<file path="config.mk">
export PLATFORM = sky130hd
export DESIGN_NAME = rsc_ctrl
export DESIGN_NICKNAME = d
export VERILOG_FILES = /design/src/logic/rsc_pkg.sv /design/src/logic/rsc_ctrl.sv
export VERILOG_INCLUDE_DIRS = /design/src /design/src/logic
export SDC_FILE = /design/constraint.sdc
export NUM_CORES = 1
export LEC_CHECK = 0
export ABC_CLOCK_PERIOD_IN_PS = 3600
export BUFFER_PORTS_ARGS = -buffer_cell sky130_fd_sc_hd__buf_2
export CAP_MARGIN = 30
export CORE_AREA = 2 2 93 95
export CTS_CLUSTER_SIZE = 8
export DETAILED_ROUTE_END_ITERATION = 10
export DIE_AREA = 0 0 95 97
export GPL_TIMING_DRIVEN = 0
export PLACE_DENSITY = 0.69
export SETUP_SLACK_MARGIN = 0.2
export SLEW_MARGIN = 20
export SYNTH_ARGS = -nofsm -noshare
export SYNTH_HDL_FRONTEND = slang
export SYNTH_SLANG_ARGS = --single-unit
</file>
<file path="constraint.sdc">
create_clock -name sys_clk -period 3.6 [get_ports sys_clk]
set_input_delay 0 -clock sys_clk [delete_from_list [all_inputs] [get_ports sys_clk]]
set_output_delay 0 -clock sys_clk [all_outputs]
set_load 0.005 [all_outputs]
</file>
<file path="src/logic/rsc_cfg.svh">
`ifndef RSC_CFG_SVH
`define RSC_CFG_SVH
`define RSC_WDO_HOLD_CYC    7'd66
`define RSC_SYS_HOLD_CYC    5'd16
`define RSC_PIN_MIN_CYC     3'd4
`define RSC_VEC_ADDR_HI     16'h0002
`define RSC_VEC_ADDR_LO     16'h0003
`define RSC_WATCHDOG_RESET_OPTION_DEFAULT 1'b1
`define RSC_SYNC_IDLE       6'h08
`define RSC_CAUSE_POR       0
`define RSC_CAUSE_STOP      1
`define RSC_CAUSE_WDT       2
`define RSC_CAUSE_EXT       3
`endif

</file>
<file path="src/logic/rsc_pkg.sv">
package rsc_pkg;
    typedef enum logic [2:0] {
        RSC_RUN,
        RSC_HALT,
        RSC_STOP,
        RSC_HOLD_WDO,
        RSC_HOLD_SYS,
        RSC_WAIT_PIN
    } rsc_state_e;

    typedef struct packed {
        logic external_pin_cause_bit;
        logic wdt;
        logic stop;
        logic por;
    } rsc_cause_s;

    typedef struct packed {
        logic core_run;
        logic sysclk_run;
        logic xtal_stop;
        logic periph_idle;
        logic wdt_run;
        logic bo_run;
    } rsc_power_s;
endpackage

</file>
<file path="src/logic/rsc_ctrl.sv">
// Behaviour
// - after power good, count 66 watchdog-oscillator cycles
// - then count 16 system clock cycles
// - hold core reset until both counts expire
// - power-on completion sets power-on cause bit
// - brown-out holds reset, reruns full sequence
// - brown-out in stop follows always-on option
// - watchdog timeout resets when reset option set
// - watchdog reset sets watchdog cause bit
// - reset pin low four cycles starts reset
// - pin low holds reset; release on deassert
// - pin reset sets external cause bit
// - debugger reset spares debug block, self-clears
// - stop recovery holds 66 plus 16 cycles
// - stop recovery changes only watchdog status
// - core fetches vector at 0002H and 0003H
// - every stop recovery sets stop cause bit
// - watchdog in stop: recovery, both causes, irq if enabled and reset option clear
// - any edge on enabled wake pin recovers
// - port inputs frozen in stop and through the recovery hold until release
// - stop halts clocks, xtal high/low, peripherals idle
// - halt stops only the core; clock, peripherals and watchdog keep running
// - halt left on irq, watchdog, resets
// - power-on and brown-out beat every source
`timescale 1ns/1ps
`default_nettype none
`include "rsc_cfg.svh"
module rsc_ctrl
    import rsc_pkg::*;
#(
    parameter int GPIO_W = 8
) (
    input  wire logic              sys_clk,
    input  wire logic              rstn,
    input  wire logic              supply_ok,
    input  wire logic              brownout_monitor,
    input  wire logic              brownout_always_on_option,
    input  wire logic              watchdog_reset_option,
    input  wire logic              wdo_tick,
    input  wire logic              wdt_timeout,
    input  wire logic              wdt_run_in_stop,
    input  wire logic              reset_pin_n,
    input  wire logic              dbg_reset_req,
    input  wire logic              stop_req,
    input  wire logic              halt_req,
    input  wire logic              irq_pending,
    input  wire logic              irq_enable,
    input  wire logic [GPIO_W-1:0] gpio_in,
    input  wire logic [GPIO_W-1:0] gpio_wake_en,
    input  wire logic              cause_clear,
    output logic                   core_reset,
    output logic                   periph_reset,
    output logic                   dbg_reset_clear,
    output logic                   load_vector,
    output logic [15:0]            vector_addr_hi,
    output logic [15:0]            vector_addr_lo,
    output logic                   wdt_irq_service,
    output rsc_power_s             power_ctl,
    output rsc_cause_s             watchdog_control_status_reg,
    output logic [GPIO_W-1:0]      port_input_data_reg
);
    // the wake mask and the synchroniser word are sized from this width
    if (GPIO_W < 1 || GPIO_W > 64) begin : g_bad_width
        $error("GPIO_W out of range");
    end

    // two-flop synchronisers for every asynchronous input
    localparam int SW = 6 + GPIO_W;
    logic [SW-1:0] sync1_r;
    logic [SW-1:0] sync2_r;
    always_ff @(posedge sys_clk or negedge rstn) begin
        if (!rstn) begin
            // idle levels: supply reads bad, reset pin reads released
            sync1_r <= {`RSC_SYNC_IDLE, {GPIO_W{1'b0}}};
            sync2_r <= {`RSC_SYNC_IDLE, {GPIO_W{1'b0}}};
        end else begin
            sync1_r <= {supply_ok, brownout_monitor, reset_pin_n, wdo_tick,
                        wdt_timeout, dbg_reset_req, gpio_in};
            sync2_r <= sync1_r;
        end
    end
    logic              s_supply;
    logic              s_bo;
    logic              s_pin_n;
    logic              s_wdo;
    logic              s_wdt;
    logic              s_dbg;
    logic [GPIO_W-1:0] s_gpio;
    assign {s_supply, s_bo, s_pin_n, s_wdo, s_wdt, s_dbg, s_gpio} = sync2_r;

    // edge detectors on synchronised levels
    logic              wdo_d_r;
    logic              wdt_d_r;
    logic              dbg_d_r;
    logic [GPIO_W-1:0] gpio_d_r;
    always_ff @(posedge sys_clk or negedge rstn) begin
        if (!rstn) begin
            wdo_d_r  <= 1'b0;
            wdt_d_r  <= 1'b0;
            dbg_d_r  <= 1'b0;
            gpio_d_r <= '0;
        end else begin
            wdo_d_r  <= s_wdo;
            wdt_d_r  <= s_wdt;
            dbg_d_r  <= s_dbg;
            gpio_d_r <= s_gpio;
        end
    end
    logic wdo_pulse;
    logic wdt_pulse;
    logic dbg_pulse;
    assign wdo_pulse = s_wdo & ~wdo_d_r;
    assign wdt_pulse = s_wdt & ~wdt_d_r;
    assign dbg_pulse = s_dbg & ~dbg_d_r;

    rsc_state_e state_r;

    // pin low-time filter
    logic [2:0] pin_cnt_r;
    logic       pin_hit;
    always_ff @(posedge sys_clk or negedge rstn) begin
        if (!rstn) begin
            pin_cnt_r <= 3'd0;
        end else if (s_pin_n) begin
            pin_cnt_r <= 3'd0;
        end else if (pin_cnt_r != `RSC_PIN_MIN_CYC) begin
            pin_cnt_r <= pin_cnt_r + 3'd1;
        end
    end
    // one event per assertion: a pin held low lets the hold-off run on,
    // so release can follow the pin as soon as it goes high
    assign pin_hit = ~s_pin_n & (pin_cnt_r == `RSC_PIN_MIN_CYC - 3'd1);

    logic in_stop;
    assign in_stop = (state_r == RSC_STOP);
    logic bo_active;
    assign bo_active = ~in_stop | brownout_always_on_option;
    logic power_bad;
    assign power_bad = ~s_supply | (s_bo & bo_active);
    logic wdt_reset_ev;
    assign wdt_reset_ev = wdt_pulse & watchdog_reset_option & ~in_stop;
    logic wake_ev;
    assign wake_ev = in_stop & |((s_gpio ^ gpio_d_r) & gpio_wake_en);
    logic wdt_stop_ev;
    assign wdt_stop_ev = in_stop & wdt_pulse & wdt_run_in_stop;
    logic sys_reset_ev;
    assign sys_reset_ev = pin_hit | wdt_reset_ev | dbg_pulse;

    logic [6:0] wdo_cnt_r;
    logic [4:0] sys_cnt_r;
    logic       is_recovery_r;
    logic       pend_por_r;
    logic       pend_wdt_r;
    logic       pend_ext_r;

    // main sequencer; power loss pre-empts every branch
    always_ff @(posedge sys_clk or negedge rstn) begin
        if (!rstn) begin
            state_r       <= RSC_HOLD_WDO;
            wdo_cnt_r     <= 7'd0;
            sys_cnt_r     <= 5'd0;
            is_recovery_r <= 1'b0;
        end else if (power_bad) begin
            state_r       <= RSC_HOLD_WDO;
            wdo_cnt_r     <= 7'd0;
            sys_cnt_r     <= 5'd0;
            is_recovery_r <= 1'b0;
        end else if (sys_reset_ev) begin
            state_r       <= RSC_HOLD_WDO;
            wdo_cnt_r     <= 7'd0;
            sys_cnt_r     <= 5'd0;
            is_recovery_r <= 1'b0;
        end else begin
            case (state_r)
                RSC_RUN: begin
                    // stop wins when both low-power requests arrive together
                    if (stop_req) begin
                        state_r <= RSC_STOP;
                    end else if (halt_req) begin
                        state_r <= RSC_HALT;
                    end
                end
                RSC_HALT: begin
                    if (irq_pending | wdt_pulse) begin
                        state_r <= RSC_RUN;
                    end
                end
                RSC_STOP: begin
                    if (wake_ev | wdt_stop_ev) begin
                        state_r       <= RSC_HOLD_WDO;
                        wdo_cnt_r     <= 7'd0;
                        sys_cnt_r     <= 5'd0;
                        is_recovery_r <= 1'b1;
                    end
                end
                RSC_HOLD_WDO: begin
                    // the slow tick must stay under half of sys_clk to be seen
                    if (wdo_pulse) begin
                        if (wdo_cnt_r == `RSC_WDO_HOLD_CYC - 7'd1) begin
                            state_r <= RSC_HOLD_SYS;
                        end else begin
                            wdo_cnt_r <= wdo_cnt_r + 7'd1;
                        end
                    end
                end
                RSC_HOLD_SYS: begin
                    if (sys_cnt_r == `RSC_SYS_HOLD_CYC - 5'd1) begin
                        state_r <= s_pin_n ? RSC_RUN : RSC_WAIT_PIN;
                    end else begin
                        sys_cnt_r <= sys_cnt_r + 5'd1;
                    end
                end
                RSC_WAIT_PIN: begin
                    if (s_pin_n) begin
                        state_r <= RSC_RUN;
                    end
                end
                default: begin
                    state_r <= RSC_HOLD_WDO;
                end
            endcase
        end
    end

    // pin held low keeps reset through the count; a fresh assertion restarts it
    logic release_ev;
    assign release_ev = ~power_bad & ~sys_reset_ev &
                        (((state_r == RSC_HOLD_SYS) & s_pin_n &
                          (sys_cnt_r == `RSC_SYS_HOLD_CYC - 5'd1)) |
                         ((state_r == RSC_WAIT_PIN) & s_pin_n));

    // cause tracking: pending bits land when the hold-off ends
    always_ff @(posedge sys_clk or negedge rstn) begin
        if (!rstn) begin
            pend_por_r <= 1'b1;
            pend_wdt_r <= 1'b0;
            pend_ext_r <= 1'b0;
        end else if (power_bad | dbg_pulse) begin
            pend_por_r <= 1'b1;
            pend_wdt_r <= 1'b0;
            pend_ext_r <= 1'b0;
        end else if (release_ev) begin
            pend_por_r <= 1'b0;
            pend_wdt_r <= 1'b0;
            pend_ext_r <= 1'b0;
        end else begin
            if (wdt_reset_ev | wdt_stop_ev) begin
                pend_wdt_r <= 1'b1;
            end
            if (pin_hit) begin
                pend_ext_r <= 1'b1;
            end
        end
    end

    // set wins over software clear; recovery touches only this register
    always_ff @(posedge sys_clk or negedge rstn) begin
        if (!rstn) begin
            watchdog_control_status_reg <= '0;
        end else if (release_ev) begin
            watchdog_control_status_reg.por  <= pend_por_r;
            watchdog_control_status_reg.wdt  <= pend_wdt_r;
            watchdog_control_status_reg.external_pin_cause_bit  <= pend_ext_r;
            watchdog_control_status_reg.stop <= is_recovery_r;
        end else if (cause_clear) begin
            watchdog_control_status_reg <= '0;
        end
    end

    // core / peripheral reset; peripherals untouched by stop recovery
    logic holding;
    assign holding = (state_r == RSC_HOLD_WDO) | (state_r == RSC_HOLD_SYS) |
                     (state_r == RSC_WAIT_PIN);
    always_ff @(posedge sys_clk or negedge rstn) begin
        if (!rstn) begin
            core_reset      <= 1'b1;
            periph_reset    <= 1'b1;
            dbg_reset_clear <= 1'b0;
            load_vector     <= 1'b0;
            wdt_irq_service <= 1'b0;
        end else begin
            core_reset      <= (holding & ~release_ev) | power_bad | sys_reset_ev;
            periph_reset    <= ((holding & ~release_ev & ~is_recovery_r) | power_bad |
                                sys_reset_ev);
            dbg_reset_clear <= dbg_pulse;
            load_vector     <= release_ev;
            wdt_irq_service <= release_ev & is_recovery_r & pend_wdt_r &
                               ~watchdog_reset_option & irq_enable;
        end
    end

    always_ff @(posedge sys_clk or negedge rstn) begin
        if (!rstn) begin
            vector_addr_hi <= '0;
            vector_addr_lo <= '0;
        end else begin
            vector_addr_hi <= `RSC_VEC_ADDR_HI;
            vector_addr_lo <= `RSC_VEC_ADDR_LO;
        end
    end

    // port inputs frozen in stop and during recovery; short wake pulses never land
    always_ff @(posedge sys_clk or negedge rstn) begin
        if (!rstn) begin
            port_input_data_reg <= '0;
        end else if (~in_stop & ~(holding & is_recovery_r)) begin
            port_input_data_reg <= s_gpio;
        end
    end

    // power control outputs
    logic in_halt;
    assign in_halt = (state_r == RSC_HALT);
    always_ff @(posedge sys_clk or negedge rstn) begin
        if (!rstn) begin
            power_ctl <= '0;
        end else begin
            power_ctl.core_run    <= ~holding & ~in_stop & ~in_halt;
            power_ctl.sysclk_run  <= ~in_stop & (state_r != RSC_HOLD_WDO);
            power_ctl.xtal_stop   <= in_stop;
            power_ctl.periph_idle <= in_stop | holding;
            power_ctl.wdt_run     <= ~in_stop | wdt_run_in_stop;
            power_ctl.bo_run      <= bo_active;
        end
    end
endmodule
`default_nettype wire

</file>
==> impl_metrics.yaml <==
outcome:
  status: "finished clean"
global_route:
  grt_max_degree: 49
  grt_pass1_vias: 2301
  grt_pass1_wl_microns: 11100
  grt_overflow_total: 0
  antenna_found_initial: 0
  track_usage_pct: 15.5
worst_setup_path:
  cp-end-kind: "flop"
  r2r_end: "wdo_cnt_r[6]$_DFFE_PN0P_"
  critPathBufInv: 1
  reg2reg_slack_ns: 1.11
  cp_common_cell: "ha_1"
  r2r-start: "pin_cnt_r[0]$_DFFE_PN0P_"
  start_kind: "flop"
  cp_cell_sequence: "ha_1 > ha_1 > nor2b_1 > nand3b_4 > buf_2 > nor4_1 > a21oi_1 > o211ai_1"
  critPathMaxFanout: 10
  crit_slowest_cell: "nor4_1"
  critical_path_class: "reg -> reg"
  critPathArrivalTime_ns: 2.75
  reg2regPathDepth: 8
  slowest_delay_ns: 0.77
  crit_family: "simple AND/OR/NAND/NOR gates"
  required_ns: 3.86
clocking:
  cts_setup_buffers: 0
  path_clk_slew_ns: 0.09
  cts_tree: "done"
  insertion_delay_ns: 0.36
  clock_sinks: 85
  cts_resized: 0
  cts_root_buffer: "clkbuf_8"
  htreeDepth: 3
  cts_hold_buf: 19
  clockBufferDepth: 2
  cts_made_buffers: 9
finish:
  final_cell_area_sq_um: 4500
  nNetsFinal: 452
  drive_gt1_share_pct: 31.3
  n_antenna_cell: 0
  final_common_cell: "dfrtp_1"
  reg_top3: "sync1_r x14, sync2_r x14"
  layout_common_cells: "78 x dfrtp_1, 59 x buf_2, 33 x buf_4"
  areaGrowthSynthToFinish_pct: 25.8
synthesis:
  avgSynthCellArea_sq_um: 12.0
  async_reset_ff_share_pct: 100
  synth_edf_count: 0
  yosysSeqAreaShare_pct: 59.7
  synthFlopType: "dfrtp_1"
  ys_types: 52
  yosys_warnings: 0
  syn_area_sq_um: 3580
  syn_inst: 297
  ys_ff_latch: 85
worst_hold_path:
  min_path_cells: 3
  hold_start: "cause_clear"
  hold_path_end: "watchdog_control_status_reg[3]$_DFFE_PN0P_"
  hold_path_class: "in -> reg"
placed_design:
  dp_slack_ns: 1.13
  gp_congestion: 0.879
  placed_area_sq_um: 4120
  dp_hpwl_microns: 4720
  io_buffer_count: 57
timing:
  drv_slew: 0
  period_needed_ns: 2.49
  max_freq_ghz: 0.402
  setup-tns-final_ns: 0
  finalHoldViolCount: 0
  finalSetupViolations: 0
  setup_slack_ns: 1.11
  fin_worst_skew_ns: 0.0113
  rsz0062_at_grt: "no"
  slew_headroom_pct: 41.9
  min_period_over_period_pct: 69.2
  tightest_slew_ns: 0.863
power:
  peakVddDrop_mv: 0.214
  leakagePower_nw: 2.18
  p_per_area_nw_per_um2: 424
routing:
  avgRoutedWirePerCell_microns: 12.6
  vias: 2427
  drtIter0Drc: 156
  viasPerCell: 4.64
  drc_errors: 0
  drtPass1Iterations: 4
  route.antenna.remaining_nets: 0
  wirelength_microns: 6580
job:
  drv_cap: 0
floorplan:
  core-area_sq_um: 8130
  die_y_microns: 97
  fp.dieW_microns: 95
  start_util_pct: 44.0
  io_pins: 87
  die-area_sq_um: 9220
  std_cell_rows: 33
[cell type report]
cell class	count	area [sq um]
plain buffers	37	263
clock buffers	12	135
clock inverters	4	52.6
fillers	709	3630
inverters	13	48.8
multi-input cells	190	1240
flip-flops and latches	85	2140
well taps	105	131
repair buffers	77	498
[worst min-delay path: cells and delay by family]
family	cells	cell delay (ns)
multiplexers	1	0.15
AND/OR/NAND/NOR	1	0.11
buffers and inverters	1	0.12
[kinds of logic after synthesis]
kind of cell | share of synthesized area, %
flops | 59.7
mux | 4.48
other cells | 0.210
buf+inv | 8.71
compound gates | 8.85
xor+xnor | 2.20
fa+ha+maj | 2.45
simple gates | 13.4
[per-layer routing]
layer	share of wire [%]	wire length (microns)	GRT usage (%)	up-vias
met5	0	0	0	-
met4	1.8	119	7.69	0
met3	4.4	289	2.88	10
met2	48	3140	23.8	60
met1	46	3030	21.0	1150
li1	-	-	-	1207
[synth_stat cells, types with 2 or more instances]
library cell / n / share of area (%)
dfstp_2: 7 / 5.1
or3b_2: 2 / 0.49
clkbuf_1: 2 / 0.21
nor2_1: 11 / 1.2
ha_1: 7 / 2.4
nand2b_1: 8 / 1.4
a22oi_1: 4 / 0.84
and3_1: 5 / 0.87
inv_1: 13 / 1.4
mux2_2: 8 / 2.5
mux2_4: 4 / 1.7
nor3_1: 4 / 0.56
a311oi_1: 2 / 0.49
dfrtp_1: 78 / 55
a21oi_1: 15 / 2.1
o21ai_0: 6 / 0.84
a31oi_1: 3 / 0.52
o41ai_1: 3 / 0.73
or3_1: 6 / 1.0
nand2_1: 15 / 1.6
nor4_1: 4 / 0.70
o31ai_1: 2 / 0.42
xor2_1: 8 / 2.0
or4_1: 2 / 0.42
conb_1: 2 / 0.21
nand3_1: 6 / 0.84
nand4_1: 2 / 0.35
buf_2: 3 / 0.42
nor2b_1: 9 / 1.6
o22ai_1: 2 / 0.35
buf_4: 32 / 6.7
o2bb2ai_1: 2 / 0.49
[power by group]
part	switching [mW]	leakage (nW)	internal, mW
registers	0.0337	1.04	1.00
logic	0.104	1.05	0.107
clock network	0.336	0.0945	0.323
[how the worst max path moves through the flow]
| stage | startpoint | to | slack [ns] | cells after the start |
|---|---|---|---|---|
| after detailed placement | pin_cnt_r[0]$_DFFE_PN0P_ | wdo_cnt_r[6]$_DFFE_PN0P_ | 1.13 | 8 |
| after global routing | pin_cnt_r[0]$_DFFE_PN0P_ | wdo_cnt_r[6]$_DFFE_PN0P_ | 0.95 | 8 |
| final | pin_cnt_r[0]$_DFFE_PN0P_ | wdo_cnt_r[6]$_DFFE_PN0P_ | 1.11 | 8 |
| after global placement | pin_cnt_r[0]$_DFFE_PN0P_ | wdo_cnt_r[6]$_DFFE_PN0P_ | 1.21 | 8 |
| after CTS | pin_cnt_r[0]$_DFFE_PN0P_ | wdo_cnt_r[6]$_DFFE_PN0P_ | 1.13 | 8 |
| after floorplan | pin_cnt_r[0]$_DFFE_PN0P_ | watchdog_control_status_reg[0]$_DFFE_PN0P_ | 1.40 | 8 |
[stage by stage]
stage | util (%) | cells | total power [mW] | hold slack, ns
after global routing | 55.3 | 523 | 2.01 | 0.0464
after CTS | 55.3 | 523 | 1.93 | 0.0497
after floorplan | - | 325 | 1.18 | -0.296
after detailed placement | 50.7 | 488 | 1.25 | 0.0512
after global placement | 50.4 | 487 | 1.24 | 0.106
final | 55.3 | 523 | 1.91 | 0.0543
Power figures use the tool's default switching activity.
